===== config.mk =====
export PLATFORM = sky130hd
export DESIGN_NAME = pld_regs
export DESIGN_NICKNAME = d
export VERILOG_FILES = /design/src/pld_pkg.sv /design/src/pld_regs.sv
export SDC_FILE = /design/constraint.sdc
export NUM_CORES = 1
export LEC_CHECK = 0
export BUFFER_PORTS_ARGS = -buffer_cell sky130_fd_sc_hd__buf_4
export CAP_MARGIN = 20
export CORE_ASPECT_RATIO = 1.75
export CORE_MARGIN = 4
export CORE_UTILIZATION = 23
export CTS_CLUSTER_DIAMETER = 30
export DETAILED_ROUTE_END_ITERATION = 16
export SYNTH_ARGS = -nofsm -noshare
export SYNTH_HDL_FRONTEND = slang
export SYNTH_SLANG_ARGS = --single-unit
export TNS_END_PERCENT = 5

===== constraint.sdc =====
create_clock -name core_clk -period 3 [get_ports core_clk]
set_input_delay 0.15 -clock core_clk [delete_from_list [all_inputs] [get_ports core_clk]]
set_output_delay 0.15 -clock core_clk [all_outputs]
set_load 0.01 [all_outputs]

===== src/pld_pkg.sv =====
// Shared constants and field layouts of the lock detector and bias register bank.
// Assumes a single core clock and a plain word-wide register port.
package pld_pkg;

	// ---------------------------------------------------------------
	// Register indices (printed offsets) and own additions
	// ---------------------------------------------------------------
	localparam logic [7:0] ADDR_LOCK_DETECT  = 8'h07;
	localparam logic [7:0] ADDR_ANALOG_EN    = 8'h08;
	localparam logic [7:0] ADDR_CHARGE_PUMP  = 8'h09;
	localparam logic [7:0] ADDR_IRQ_STATUS   = 8'h10;
	localparam logic [7:0] ADDR_IRQ_ENABLE   = 8'h11;
	localparam logic [7:0] ADDR_IRQ_CLEAR    = 8'h12;
	localparam logic [7:0] ADDR_DETECT_STATE = 8'h13;

	// ---------------------------------------------------------------
	// Field layouts, most significant field first
	// ---------------------------------------------------------------
	typedef struct packed {
		logic       auto_relock;    // [13]
		logic       timer_test;     // [12]
		logic [1:0] timer_rate;     // [11:10]
		logic [2:0] win_len;        // [9:7]
		logic       win_digital;    // [6]
		logic [1:0] rsvd_5_4;       // [5:4]
		logic       ld_enable;      // [3]
		logic [2:0] win_count;      // [2:0]
	} pld_lock_cfg_t;

	typedef struct packed {
		logic       rsvd_23;
		logic       rsvd_22;
		logic       hi_freq_ref;    // [21]
		logic       rsvd_20;
		logic       div2_enable;    // [19]
		logic       rsvd_18;
		logic [2:0] resync_bias;    // [17:15]
		logic [2:0] rf_buf_bias;    // [14:12]
		logic       opamp_enable;   // [11]
		logic       vco_bias_enable;
		logic       prescaler_clock_enable;
		logic       rsvd_8;
		logic       divider_clock_to_logic_enable;
		logic       spare_6;
		logic       shared_output_pad_enable;
		logic       vco_buf_enable;
		logic       ref_buf_enable;
		logic       phase_compare_enable;
		logic       pump_enable;
		logic       bias_enable;    // [0]
	} pld_analog_cfg_t;

	typedef struct packed {
		logic       high_gain_pump_mode; // [23]
		logic       offset_down;    // [22]
		logic       offset_up;      // [21]
		logic [6:0] offset_code;    // [20:14]
		logic [6:0] up_gain;        // [13:7]
		logic [6:0] down_gain;      // [6:0]
	} pld_pump_cfg_t;

	// ---------------------------------------------------------------
	// Reset values and widths
	// ---------------------------------------------------------------
	localparam int          LOCK_CFG_W      = 14;
	localparam int          WIDE_CFG_W      = 24;
	localparam logic [13:0] LOCK_CFG_RESET  = 14'h000d;
	localparam logic [23:0] ANALOG_RESET    = 24'hc1beff;
	localparam logic [23:0] PUMP_RESET      = 24'h40050a;
	localparam int          IRQ_W           = 3;
	localparam int          IRQ_LOCKED      = 0;
	localparam int          IRQ_LOST        = 1;
	localparam int          IRQ_RELOCK      = 2;

	// Consecutive in-window comparisons needed per count code
	function automatic logic [15:0] lock_target(input logic [2:0] code);
		case (code)
			3'h0:    lock_target = 16'h0005;
			3'h1:    lock_target = 16'h0020;
			3'h2:    lock_target = 16'h0060;
			3'h3:    lock_target = 16'h0100;
			3'h4:    lock_target = 16'h0200;
			3'h5:    lock_target = 16'h0800;
			3'h6:    lock_target = 16'h2000;
			default: lock_target = 16'hffff;
		endcase
	endfunction

endpackage


===== src/pld_regs.sv =====
// Register bank and digital lock detector of a fractional-N synthesizer core.
// Assumes ref_edge and vco_edge are one-cycle pulses synchronous to core_clk,
// and that register strobes follow the plain single-cycle port protocol.
`timescale 1ns/100ps

module pld_regs (
	// Clock and reset
	input  wire logic                      core_clk,
	input  wire logic                      rst_n,
	// Register port
	input  wire logic [7:0]                reg_addr,
	input  wire logic [31:0]               reg_wdata,
	input  wire logic                      reg_wr,
	input  wire logic                      reg_rd,
	output logic      [31:0]               reg_rdata,
	// Comparison events and analog window result
	input  wire logic                      ref_edge,
	input  wire logic                      vco_edge,
	input  wire logic                      analog_in_window,
	// Configuration to the analog sections
	output pld_pkg::pld_lock_cfg_t         lock_cfg,
	output pld_pkg::pld_analog_cfg_t       analog_cfg,
	output pld_pkg::pld_pump_cfg_t         pump_cfg,
	output logic                           high_gain_pump_mode,
	// Lock status, relock request and interrupt
	output logic                           lock_detected,
	output logic                           relock_request,
	output logic                           irq,
	// Shared lock output pin
	output logic                           lock_serial_out_pin_o,
	output logic                           lock_serial_out_pin_oe
);

	// ---------------------------------------------------------------
	// Register port decode
	// ---------------------------------------------------------------
	typedef enum logic [1:0] {LD_OFF, LD_HUNT, LD_LOCKED} pld_state_t;

	pld_pkg::pld_lock_cfg_t   lock_r;
	pld_pkg::pld_analog_cfg_t analog_r;
	pld_pkg::pld_pump_cfg_t   pump_r;
	logic [pld_pkg::IRQ_W-1:0] status_r;
	logic [pld_pkg::IRQ_W-1:0] status_nxt;
	logic [pld_pkg::IRQ_W-1:0] irq_en_r;
	logic [pld_pkg::IRQ_W-1:0] irq_set;
	logic [31:0]               rdata_nxt;
	pld_state_t                state_r;
	pld_state_t                state_nxt;
	logic [15:0]               good_cnt_r;
	logic [15:0]               good_cnt_nxt;
	logic [2:0]                rate_cnt_r;
	logic [7:0]                win_cnt_r;
	logic                      win_open_r;
	logic                      relock_used_r;
	logic                      relock_nxt;

	wire wr_lock   = reg_wr && (reg_addr == pld_pkg::ADDR_LOCK_DETECT);
	wire wr_analog = reg_wr && (reg_addr == pld_pkg::ADDR_ANALOG_EN);
	wire wr_pump   = reg_wr && (reg_addr == pld_pkg::ADDR_CHARGE_PUMP);
	wire wr_ien    = reg_wr && (reg_addr == pld_pkg::ADDR_IRQ_ENABLE);
	wire wr_clr    = reg_wr && (reg_addr == pld_pkg::ADDR_IRQ_CLEAR);

	// Read mux; the clear register and unmapped addresses read zero
	assign rdata_nxt =
		(reg_addr == pld_pkg::ADDR_LOCK_DETECT)  ? {18'h00000, lock_r} :
		(reg_addr == pld_pkg::ADDR_ANALOG_EN)    ? {8'h00, analog_r} :
		(reg_addr == pld_pkg::ADDR_CHARGE_PUMP)  ? {8'h00, pump_r} :
		(reg_addr == pld_pkg::ADDR_IRQ_STATUS)   ? {29'h00000000, status_r} :
		(reg_addr == pld_pkg::ADDR_IRQ_ENABLE)   ? {29'h00000000, irq_en_r} :
		(reg_addr == pld_pkg::ADDR_DETECT_STATE) ? {12'h000, good_cnt_r, 1'b0, relock_used_r,
		                                            win_open_r, (state_r == LD_LOCKED)} :
		32'h00000000;

	// ---------------------------------------------------------------
	// Configuration registers
	// ---------------------------------------------------------------
	// Reserved bits are stored as written so software sees them back
	always_ff @(posedge core_clk or negedge rst_n) begin
		if (!rst_n) begin
			lock_r   <= pld_pkg::LOCK_CFG_RESET;
			analog_r <= pld_pkg::ANALOG_RESET;
			pump_r   <= pld_pkg::PUMP_RESET;
		end else begin
			if (wr_lock)
				lock_r <= reg_wdata[pld_pkg::LOCK_CFG_W-1:0];
			if (wr_analog)
				analog_r <= reg_wdata[pld_pkg::WIDE_CFG_W-1:0];
			if (wr_pump)
				pump_r <= reg_wdata[pld_pkg::WIDE_CFG_W-1:0];
		end
	end

	// Read data stands only in the cycle after the strobe
	always_ff @(posedge core_clk or negedge rst_n) begin
		if (!rst_n)
			reg_rdata <= 32'h00000000;
		else
			reg_rdata <= reg_rd ? rdata_nxt : 32'h00000000;
	end

	// ---------------------------------------------------------------
	// Window timer rate divider
	// ---------------------------------------------------------------
	// Half-tick enable every 2^rate core cycles, so code 00 is fastest
	wire [2:0] rate_mask = (lock_r.timer_rate == 2'h0) ? 3'h0 :
	                       (lock_r.timer_rate == 2'h1) ? 3'h1 :
	                       (lock_r.timer_rate == 2'h2) ? 3'h3 : 3'h7;
	wire       half_tick = ((rate_cnt_r & rate_mask) == rate_mask);

	always_ff @(posedge core_clk or negedge rst_n) begin
		if (!rst_n)
			rate_cnt_r <= 3'h0;
		else
			rate_cnt_r <= rate_cnt_r + 3'h1;
	end

	// ---------------------------------------------------------------
	// Digital window timer
	// ---------------------------------------------------------------
	// Length in half ticks: code 0 is half a timer cycle, code k is 2^(k-1) cycles
	wire [7:0] win_len   = 8'h01 << lock_r.win_len;
	wire       vco_g     = vco_edge && analog_r.divider_clock_to_logic_enable;
	wire       digital   = lock_r.win_digital;
	wire       expire    = win_open_r && half_tick && (win_cnt_r == 8'h01);
	wire       detecting = (state_r != LD_OFF);

	// A hit closes a one-shot window; test mode keeps it cycling
	always_ff @(posedge core_clk or negedge rst_n) begin
		if (!rst_n) begin
			win_open_r <= 1'b0;
			win_cnt_r  <= 8'h00;
		end else if (!detecting || !digital) begin
			win_open_r <= 1'b0;
			win_cnt_r  <= 8'h00;
		end else if (ref_edge) begin
			win_open_r <= 1'b1;
			win_cnt_r  <= win_len;
		end else if (expire) begin
			win_open_r <= lock_r.timer_test;
			win_cnt_r  <= lock_r.timer_test ? win_len : 8'h00;
		end else if (vco_g && win_open_r && !lock_r.timer_test) begin
			win_open_r <= 1'b0;
			win_cnt_r  <= 8'h00;
		end else if (win_open_r && half_tick) begin
			win_cnt_r  <= win_cnt_r - 8'h01;
		end
	end

	// ---------------------------------------------------------------
	// Lock decision
	// ---------------------------------------------------------------
	// Analog mode trusts the one-shot result; digital mode uses the timer
	// A vco event in the window's last half tick is still a hit, never a miss
	wire        hit    = vco_g && (digital ? win_open_r : analog_in_window);
	wire        miss   = (vco_g && !hit) || (digital && expire && !lock_r.timer_test && !vco_g);
	wire [15:0] target = pld_pkg::lock_target(lock_r.win_count);

	always_comb begin
		state_nxt    = state_r;
		good_cnt_nxt = good_cnt_r;
		relock_nxt   = 1'b0;
		irq_set      = '0;
		case (state_r)
			LD_OFF: begin
				good_cnt_nxt = 16'h0000;
				if (lock_r.ld_enable)
					state_nxt = LD_HUNT;
			end
			LD_HUNT: begin
				if (miss) begin
					good_cnt_nxt = 16'h0000;
				end else if (hit) begin
					if (good_cnt_r >= target - 16'h0001) begin
						state_nxt             = LD_LOCKED;
						irq_set[pld_pkg::IRQ_LOCKED] = 1'b1;
					end else begin
						good_cnt_nxt = good_cnt_r + 16'h0001;
					end
				end
			end
			LD_LOCKED: begin
				if (miss) begin
					state_nxt    = LD_HUNT;
					good_cnt_nxt = 16'h0000;
					irq_set[pld_pkg::IRQ_LOST] = 1'b1;
					// Only one attempt until lock is regained or the detector is switched off
					if (lock_r.auto_relock && !relock_used_r) begin
						relock_nxt = 1'b1;
						irq_set[pld_pkg::IRQ_RELOCK] = 1'b1;
					end
				end
			end
			default: begin
				state_nxt    = LD_OFF;
				good_cnt_nxt = 16'h0000;
			end
		endcase
		if (!lock_r.ld_enable) begin
			state_nxt    = LD_OFF;
			good_cnt_nxt = 16'h0000;
			relock_nxt   = 1'b0;
			irq_set      = '0;
		end
	end

	always_ff @(posedge core_clk or negedge rst_n) begin
		if (!rst_n) begin
			state_r       <= LD_OFF;
			good_cnt_r    <= 16'h0000;
			relock_used_r <= 1'b0;
			relock_request <= 1'b0;
		end else begin
			state_r        <= state_nxt;
			good_cnt_r     <= good_cnt_nxt;
			relock_request <= relock_nxt;
			if (relock_nxt)
				relock_used_r <= 1'b1;
			else if (state_nxt == LD_LOCKED || state_nxt == LD_OFF)
				relock_used_r <= 1'b0;
		end
	end

	// ---------------------------------------------------------------
	// Interrupts
	// ---------------------------------------------------------------
	// A new event in the clearing cycle survives the clear
	assign status_nxt = (status_r & ~(wr_clr ? reg_wdata[pld_pkg::IRQ_W-1:0] : '0)) | irq_set;

	always_ff @(posedge core_clk or negedge rst_n) begin
		if (!rst_n) begin
			status_r <= '0;
			irq_en_r <= '0;
			irq      <= 1'b0;
		end else begin
			status_r <= status_nxt;
			if (wr_ien)
				irq_en_r <= reg_wdata[pld_pkg::IRQ_W-1:0];
			irq <= |(status_nxt & (wr_ien ? reg_wdata[pld_pkg::IRQ_W-1:0] : irq_en_r));
		end
	end

	// ---------------------------------------------------------------
	// Outputs
	// ---------------------------------------------------------------
	// Registered copies; high_gain_pump_mode is withheld while the op-amp is off, pump_cfg passes the bit ungated
	always_ff @(posedge core_clk or negedge rst_n) begin
		if (!rst_n) begin
			lock_cfg               <= pld_pkg::LOCK_CFG_RESET;
			analog_cfg             <= pld_pkg::ANALOG_RESET;
			pump_cfg               <= pld_pkg::PUMP_RESET;
			high_gain_pump_mode    <= 1'b0;
			lock_detected          <= 1'b0;
			lock_serial_out_pin_o  <= 1'b0;
			lock_serial_out_pin_oe <= 1'b0;
		end else begin
			lock_cfg               <= lock_r;
			analog_cfg             <= analog_r;
			pump_cfg               <= pump_r;
			high_gain_pump_mode    <= pump_r.high_gain_pump_mode && analog_r.opamp_enable;
			lock_detected          <= (state_r == LD_LOCKED);
			lock_serial_out_pin_o  <= (state_r == LD_LOCKED);
			lock_serial_out_pin_oe <= analog_r.shared_output_pad_enable;
		end
	end

	// ---------------------------------------------------------------
	// Assertions
	// ---------------------------------------------------------------
	property p_lock_count;
		@(posedge core_clk) disable iff (!rst_n)
		(state_r == LD_HUNT) && (state_nxt == LD_LOCKED) |-> hit && (good_cnt_r + 16'h0001 >= target);
	endproperty
	a_lock_count: assert property (p_lock_count) else $error("lock declared too early");

	property p_ld_disable;
		@(posedge core_clk) disable iff (!rst_n)
		!lock_r.ld_enable |=> (state_r == LD_OFF) ##1 !lock_detected;
	endproperty
	a_ld_disable: assert property (p_ld_disable) else $error("detector ran while disabled");

	property p_analog_miss;
		@(posedge core_clk) disable iff (!rst_n)
		(state_r == LD_HUNT) && !digital && vco_g && !analog_in_window && lock_r.ld_enable
			|=> (good_cnt_r == 16'h0000);
	endproperty
	a_analog_miss: assert property (p_analog_miss) else $error("analog miss not counted");

	property p_win_load;
		@(posedge core_clk) disable iff (!rst_n)
		detecting && digital && ref_edge && !wr_lock |=> win_open_r && (win_cnt_r == $past(win_len));
	endproperty
	a_win_load: assert property (p_win_load) else $error("window length wrong");

	property p_slow_rate;
		@(posedge core_clk) disable iff (!rst_n)
		half_tick && (lock_r.timer_rate == 2'h3) |=> (!half_tick || lock_r.timer_rate != 2'h3)[*7];
	endproperty
	a_slow_rate: assert property (p_slow_rate) else $error("slowest timer rate too fast");

	property p_timer_test;
		@(posedge core_clk) disable iff (!rst_n)
		expire && lock_r.timer_test && detecting && digital && lock_r.ld_enable && !wr_lock
			|=> win_open_r;
	endproperty
	a_timer_test: assert property (p_timer_test) else $error("test timer stopped");

	property p_one_relock;
		@(posedge core_clk) disable iff (!rst_n)
		relock_request |-> !$past(relock_used_r) ##1 !relock_request;
	endproperty
	a_one_relock: assert property (p_one_relock) else $error("second relock attempt");

	property p_pad_off;
		@(posedge core_clk) disable iff (!rst_n)
		wr_analog && !reg_wdata[5] |=> ##1 !lock_serial_out_pin_oe;
	endproperty
	a_pad_off: assert property (p_pad_off) else $error("pad still driven");

	property p_readback;
		@(posedge core_clk) disable iff (!rst_n)
		wr_pump ##1 (reg_rd && reg_addr == pld_pkg::ADDR_CHARGE_PUMP && !reg_wr)
			|=> (reg_rdata == {8'h00, $past(reg_wdata[23:0], 2)});
	endproperty
	a_readback: assert property (p_readback) else $error("pump register read back wrong");

	property p_high_gain;
		@(posedge core_clk) disable iff (!rst_n)
		high_gain_pump_mode |-> $past(analog_r.opamp_enable) && $past(pump_r.high_gain_pump_mode);
	endproperty
	a_high_gain: assert property (p_high_gain) else $error("high gain without op-amp");

	property p_rdata_idle;
		@(posedge core_clk) disable iff (!rst_n)
		!reg_rd |=> (reg_rdata == 32'h00000000);
	endproperty
	a_rdata_idle: assert property (p_rdata_idle) else $error("read data outside read cycle");

	property p_gated_hold;
		@(posedge core_clk) disable iff (!rst_n)
		(state_r == LD_HUNT) && !digital && lock_r.ld_enable && !analog_r.divider_clock_to_logic_enable
			|=> (state_r == LD_HUNT) && (good_cnt_r == $past(good_cnt_r));
	endproperty
	a_gated_hold: assert property (p_gated_hold) else $error("gated divider clock moved detector");

	property p_window_hit;
		@(posedge core_clk) disable iff (!rst_n)
		(state_r == LD_LOCKED) && digital && lock_r.ld_enable && vco_g && win_open_r
			|=> (state_r == LD_LOCKED);
	endproperty
	a_window_hit: assert property (p_window_hit) else $error("in-window hit dropped lock");

	property p_no_auto_relock;
		@(posedge core_clk) disable iff (!rst_n)
		!lock_r.auto_relock |=> !relock_request;
	endproperty
	a_no_auto_relock: assert property (p_no_auto_relock) else $error("relock without auto relock");

endmodule


==> impl_metrics.prom <==
# TYPE chip_impl_metric gauge
chip_impl_metric{name="synth_async_sr_flop_share",unit=""} 1.00
chip_impl_metric{name="insertion_delay",unit="ns"} 0.45
chip_impl_metric{name="vdd_drop_max",unit="µV"} 281
chip_impl_metric{name="maxCapViolCount",unit=""} 0
chip_impl_metric{name="worst-endpoint-arrival",unit="ns"} 3.29
chip_impl_metric{name="antenna_found_initial",unit=""} 1
chip_impl_metric{name="slew-limit-headroom",unit=""} 0.448
chip_impl_metric{name="yosys_register_bits",unit=""} 190
chip_impl_info{name="worst-setup-path-type",value="reg2reg"} 1
chip_impl_metric{name="placed_cell_area",unit="µm²"} 9630
chip_impl_metric{name="routed_length_per_placed_instance",unit="µm"} 18.0
chip_impl_metric{name="drt.antenna.violating_nets",unit=""} 0
chip_impl_metric{name="post-dp-hpwl",unit="µm"} 17100
chip_impl_metric{name="clk_pin_slew_worst_paths",unit="ns"} 0.07
chip_impl_metric{name="synth_enable_flop_cells",unit=""} 0
chip_impl_info{name="status",value="completed"} 1
chip_impl_metric{name="instances_no_fill",unit=""} 1281
chip_impl_metric{name="final.min_clock_period",unit="ns"} 2.96
chip_impl_metric{name="die_w",unit="µm"} 149
chip_impl_metric{name="clock-skew-final",unit="ns"} 0.0123
chip_impl_metric{name="pwr_density_cell",unit="nW/µm²"} 521
chip_impl_metric{name="post_route_cell_area",unit="µm²"} 10500
chip_impl_metric{name="cts-buffers-inserted",unit=""} 17
chip_impl_info{name="cts_tree",value="built"} 1
chip_impl_metric{name="rows",unit=""} 89
chip_impl_metric{name="port_buffers",unit=""} 130
chip_impl_metric{name="static_leakage_power",unit="nW"} 4.93
chip_impl_metric{name="htree_num_levels",unit=""} 4
chip_impl_metric{name="drtPass1Iterations",unit=""} 5
chip_impl_metric{name="critPathMaxFanout",unit=""} 9
chip_impl_metric{name="synth_area",unit="µm²"} 7960
chip_impl_info{name="hold_class",value="in2reg"} 1
chip_impl_metric{name="vias_per_cell",unit=""} 4.55
chip_impl_metric{name="internal-power",unit="mW"} 4.13
chip_impl_metric{name="clock.fmax",unit="MHz"} 337
chip_impl_metric{name="power.share.combinational",unit=""} 0.069
chip_impl_metric{name="final-setup-viol-count",unit=""} 0
chip_impl_metric{name="gpl.final_weighted_congestion",unit=""} 0.841
chip_impl_metric{name="synth-seq-area-share",unit=""} 0.605
chip_impl_metric{name="hold-path-cell-count",unit=""} 3
chip_impl_metric{name="cp_slowest_stage_delay",unit="ns"} 0.59
chip_impl_metric{name="power.clock.fraction",unit=""} 0.434
chip_impl_metric{name="number_of_pins_with_negative_max_slew_slack_in_the_final_report",unit=""} 0
chip_impl_metric{name="final_layout_size_suffix_gt1_frac",unit=""} 0.385
chip_impl_metric{name="critical_path_rt",unit="ns"} 3.33
chip_impl_metric{name="fp.coreArea",unit="µm²"} 34000
chip_impl_metric{name="synth.avg_cell_area",unit="µm²"} 12.5
chip_impl_info{name="ys.flop_type",value="sky130_fd_sc_hd__dfrtp_1"} 1
chip_impl_info{name="clock-root-buffer",value="sky130_fd_sc_hd__clkbuf_16"} 1
chip_impl_metric{name="finalHoldViolations",unit=""} 0
chip_impl_metric{name="post_route_drc",unit=""} 0
chip_impl_metric{name="ctsLongestPathBuffers",unit=""} 2
chip_impl_info{name="rsz0062_at_grt",value="yes"} 1
chip_impl_metric{name="num_antenna_cells",unit=""} 0
chip_impl_metric{name="post_synth_inst_count",unit=""} 635
chip_impl_metric{name="floorplan.die_area",unit="µm²"} 37800
chip_impl_metric{name="switching_power",unit="mW"} 1.35
chip_impl_metric{name="final.period_utilization",unit=""} 0.988
chip_impl_metric{name="swShare",unit=""} 0.247
chip_impl_info{name="cpMostUsedCell",value="sky130_fd_sc_hd__and4_1"} 1
chip_impl_metric{name="cts_post_setup_buffers_inserted",unit=""} 0
chip_impl_metric{name="initial_utilization",unit=""} 0.234
chip_impl_metric{name="grt_usage",unit=""} 0.124
chip_impl_metric{name="number_of_global_route_vias_before_repair",unit=""} 6133
chip_impl_info{name="crit_chain",value="buf_4 > nand3_1 > ha_1 > and4_1 > and4_1 > a211o_1 > or3_4 > o21a_2 > a221o_1"} 1
chip_impl_metric{name="grt_max_degree",unit=""} 79
chip_impl_metric{name="placed_cell_count",unit=""} 1224
chip_impl_metric{name="ff2ff_path_depth",unit=""} 9
chip_impl_metric{name="wl",unit="µm"} 23100
chip_impl_metric{name="clock-sinks",unit=""} 190
chip_impl_metric{name="yosysWarnings",unit=""} 0
chip_impl_metric{name="layout.core_utilization",unit=""} 0.310
chip_impl_metric{name="floorplan.die.height",unit="µm"} 254
chip_impl_metric{name="grt_overflow",unit=""} 0
chip_impl_info{name="cp_slowest_cell",value="sky130_fd_sc_hd__dfstp_2"} 1
chip_impl_info{name="startpoint_type",value="flip-flop"} 1
chip_impl_metric{name="drt-initial-drc-count",unit=""} 344
chip_impl_metric{name="fin_nets",unit=""} 880
chip_impl_metric{name="yosysUniqueCellTypes",unit=""} 68
chip_impl_metric{name="detailroute.via_count",unit=""} 5829
chip_impl_metric{name="power.sequential.fraction",unit=""} 0.497
chip_impl_metric{name="area_delta_synth_final",unit="%"} 32.1
chip_impl_info{name="setup.worst_path.end_class",value="flip-flop"} 1
chip_impl_metric{name="design.portCount",unit=""} 147
chip_impl_metric{name="grt_first_pass_wirelength",unit="µm"} 35900
chip_impl_metric{name="worst_pin_slew",unit="ns"} 0.820
## cell families (layout without fill, tap and decap cells)
kind of cell / after synthesis / in the layout / share of synthesized area
simple gates: 175 / 175 / 0.118
flops: 190 / 190 / 0.605
fa+ha+maj: 20 / 20 / 0.0314
other cells: 1 / 9 / 0.000471
buf+inv: 49 / 232 / 0.0289
mux: 66 / 66 / 0.0932
compound gates: 131 / 131 / 0.120
xor+xnor: 3 / 3 / 0.00330
## layout by cell type (no fill, tap or decap), drive strengths merged, types with 6 or more instances in the layout
cell type	n
clkinv	6
buf	159
nand2	45
nor2b	6
a222oi	11
conb	9
a221o	9
nand4	6
mux2	62
and3	7
nand3	18
o21ai	30
and2	10
ha	20
dfstp	50
nor3	12
a21boi	6
clkbuf	19
a21oi	19
dfrtp	140
dlygate4sd3	25
inv	21
a221oi	9
nor2	36
## worst max-delay path, delay by kind of cell, from the launching register on
| kind | cells | cell delay [ns] |
|---|---|---|
| flip-flops | 1 | 0.59 |
| adder cells (fa/ha/maj) | 1 | 0.30 |
| AO/OA/AOI/OAI | 3 | 0.93 |
| AND/OR/NAND/NOR | 4 | 0.87 |
| buffers and inverters | 1 | 0.15 |
## cell usage after synthesis (all sizes together) (3+ instances only)
master | n | area (µm²)
mux2i | 4 | 40.0
nand4 | 6 | 37.5
nor2b | 6 | 37.5
a221o | 9 | 90.1
a21boi | 6 | 45.1
a22oi | 4 | 30.0
a31oi | 5 | 31.3
a221oi | 9 | 78.8
buf | 14 | 98.8
a22o | 4 | 35.0
o211ai | 5 | 37.5
dfstp | 50 | 1310
and2 | 10 | 62.6
nand2 | 45 | 169
or4 | 3 | 22.5
nor4b | 3 | 32.5
mux2 | 62 | 702
ha | 20 | 250
nor3 | 12 | 65.1
nand2b | 5 | 31.3
inv | 15 | 56.3
nand4b | 4 | 35.0
nor4 | 5 | 50.1
or3 | 4 | 30.0
and4 | 3 | 26.3
a2bb2oi | 3 | 26.3
a21oi | 19 | 95.1
dfrtp | 140 | 3500
o21ai | 30 | 150
o22ai | 3 | 18.8
xor2 | 3 | 26.3
a222oi | 11 | 110
clkbuf | 20 | 75.1
and3 | 7 | 43.8
nor2 | 36 | 135
nand3 | 18 | 95.1
## final cells by class
class	count	area [µm²]
inverters	15	56.3
clock inverters	14	198
clock buffers	18	429
repair buffers	185	1470
well taps	455	569
multi-input cells	404	2980
fillers	3412	23400
flip-flops and latches	190	4820
## timing repair
action | 4_1_cts | 5_1_grt
setup endpoints to repair | 5 | 11
hold endpoints to repair | 119 | 0
hold buffers | 25 | 0
gates resized for setup | 1 | 3
## power by group through the flow
stage,Combinational [mW],Sequential [mW],Clock [mW]
finish,0.376,2.73,2.38
global route,0.415,2.74,2.53
CTS,0.384,2.73,2.43
detailed placement,0.354,2.77,0
global placement,0.347,2.77,0
floorplan,0.125,2.77,0
## metal layers
metal / vias to the layer above / global-route usage / routed length, µm
met5: - / 0 / 12
met4: 2 / 0.0396 / 477
met3: 32 / 0.0316 / 1310
met2: 163 / 0.228 / 12400
met1: 2956 / 0.139 / 8870
li1: 2676 / - / -
## registers in the layout, indices dropped and copies added (netlist names), 2 cells and up
register	count
analog_cfg	24
analog_r	24
pump_cfg	24
pump_r	24
reg_rdata	24
good_cnt_r	16
lock_cfg	14
lock_r	13
win_cnt_r	8
irq_en_r	3
rate_cnt_r	3
status_r	3
state_r	2
## stage by stage
step           hold WS [ns]  setup TNS, ns  power (mW)  worst slack [ns]
2_1_floorplan        -0.146              0        2.90            0.0385
3_3_place_gp          0.213              0        3.12            0.0224
3_5_place_dp          0.219      -0.000816        3.13         -0.000816
4_1_cts              0.0658              0        5.54           0.00103
5_1_grt              0.0791         -0.393        5.69           -0.0824
6_report             0.0816              0        5.48            0.0354
## path summary, 6_finish.rpt
kind | slack, ns | startpoint | endpoint
hold / removal | 0.08 | reg_rd | reg_rdata[8]
min in group asynchronous | 0.27 | rst_n | lock_cfg[9]
setup / recovery | 0.04 | lock_r[2] | good_cnt_r[2]
max in group asynchronous | 1.82 | rst_n | analog_cfg[13]
hold reg to reg | 0.37 | analog_r[22] | analog_cfg[22]
setup reg to reg | 0.04 | lock_r[2] | good_cnt_r[2]
Note: power is estimated with default switching activity, not from simulation.
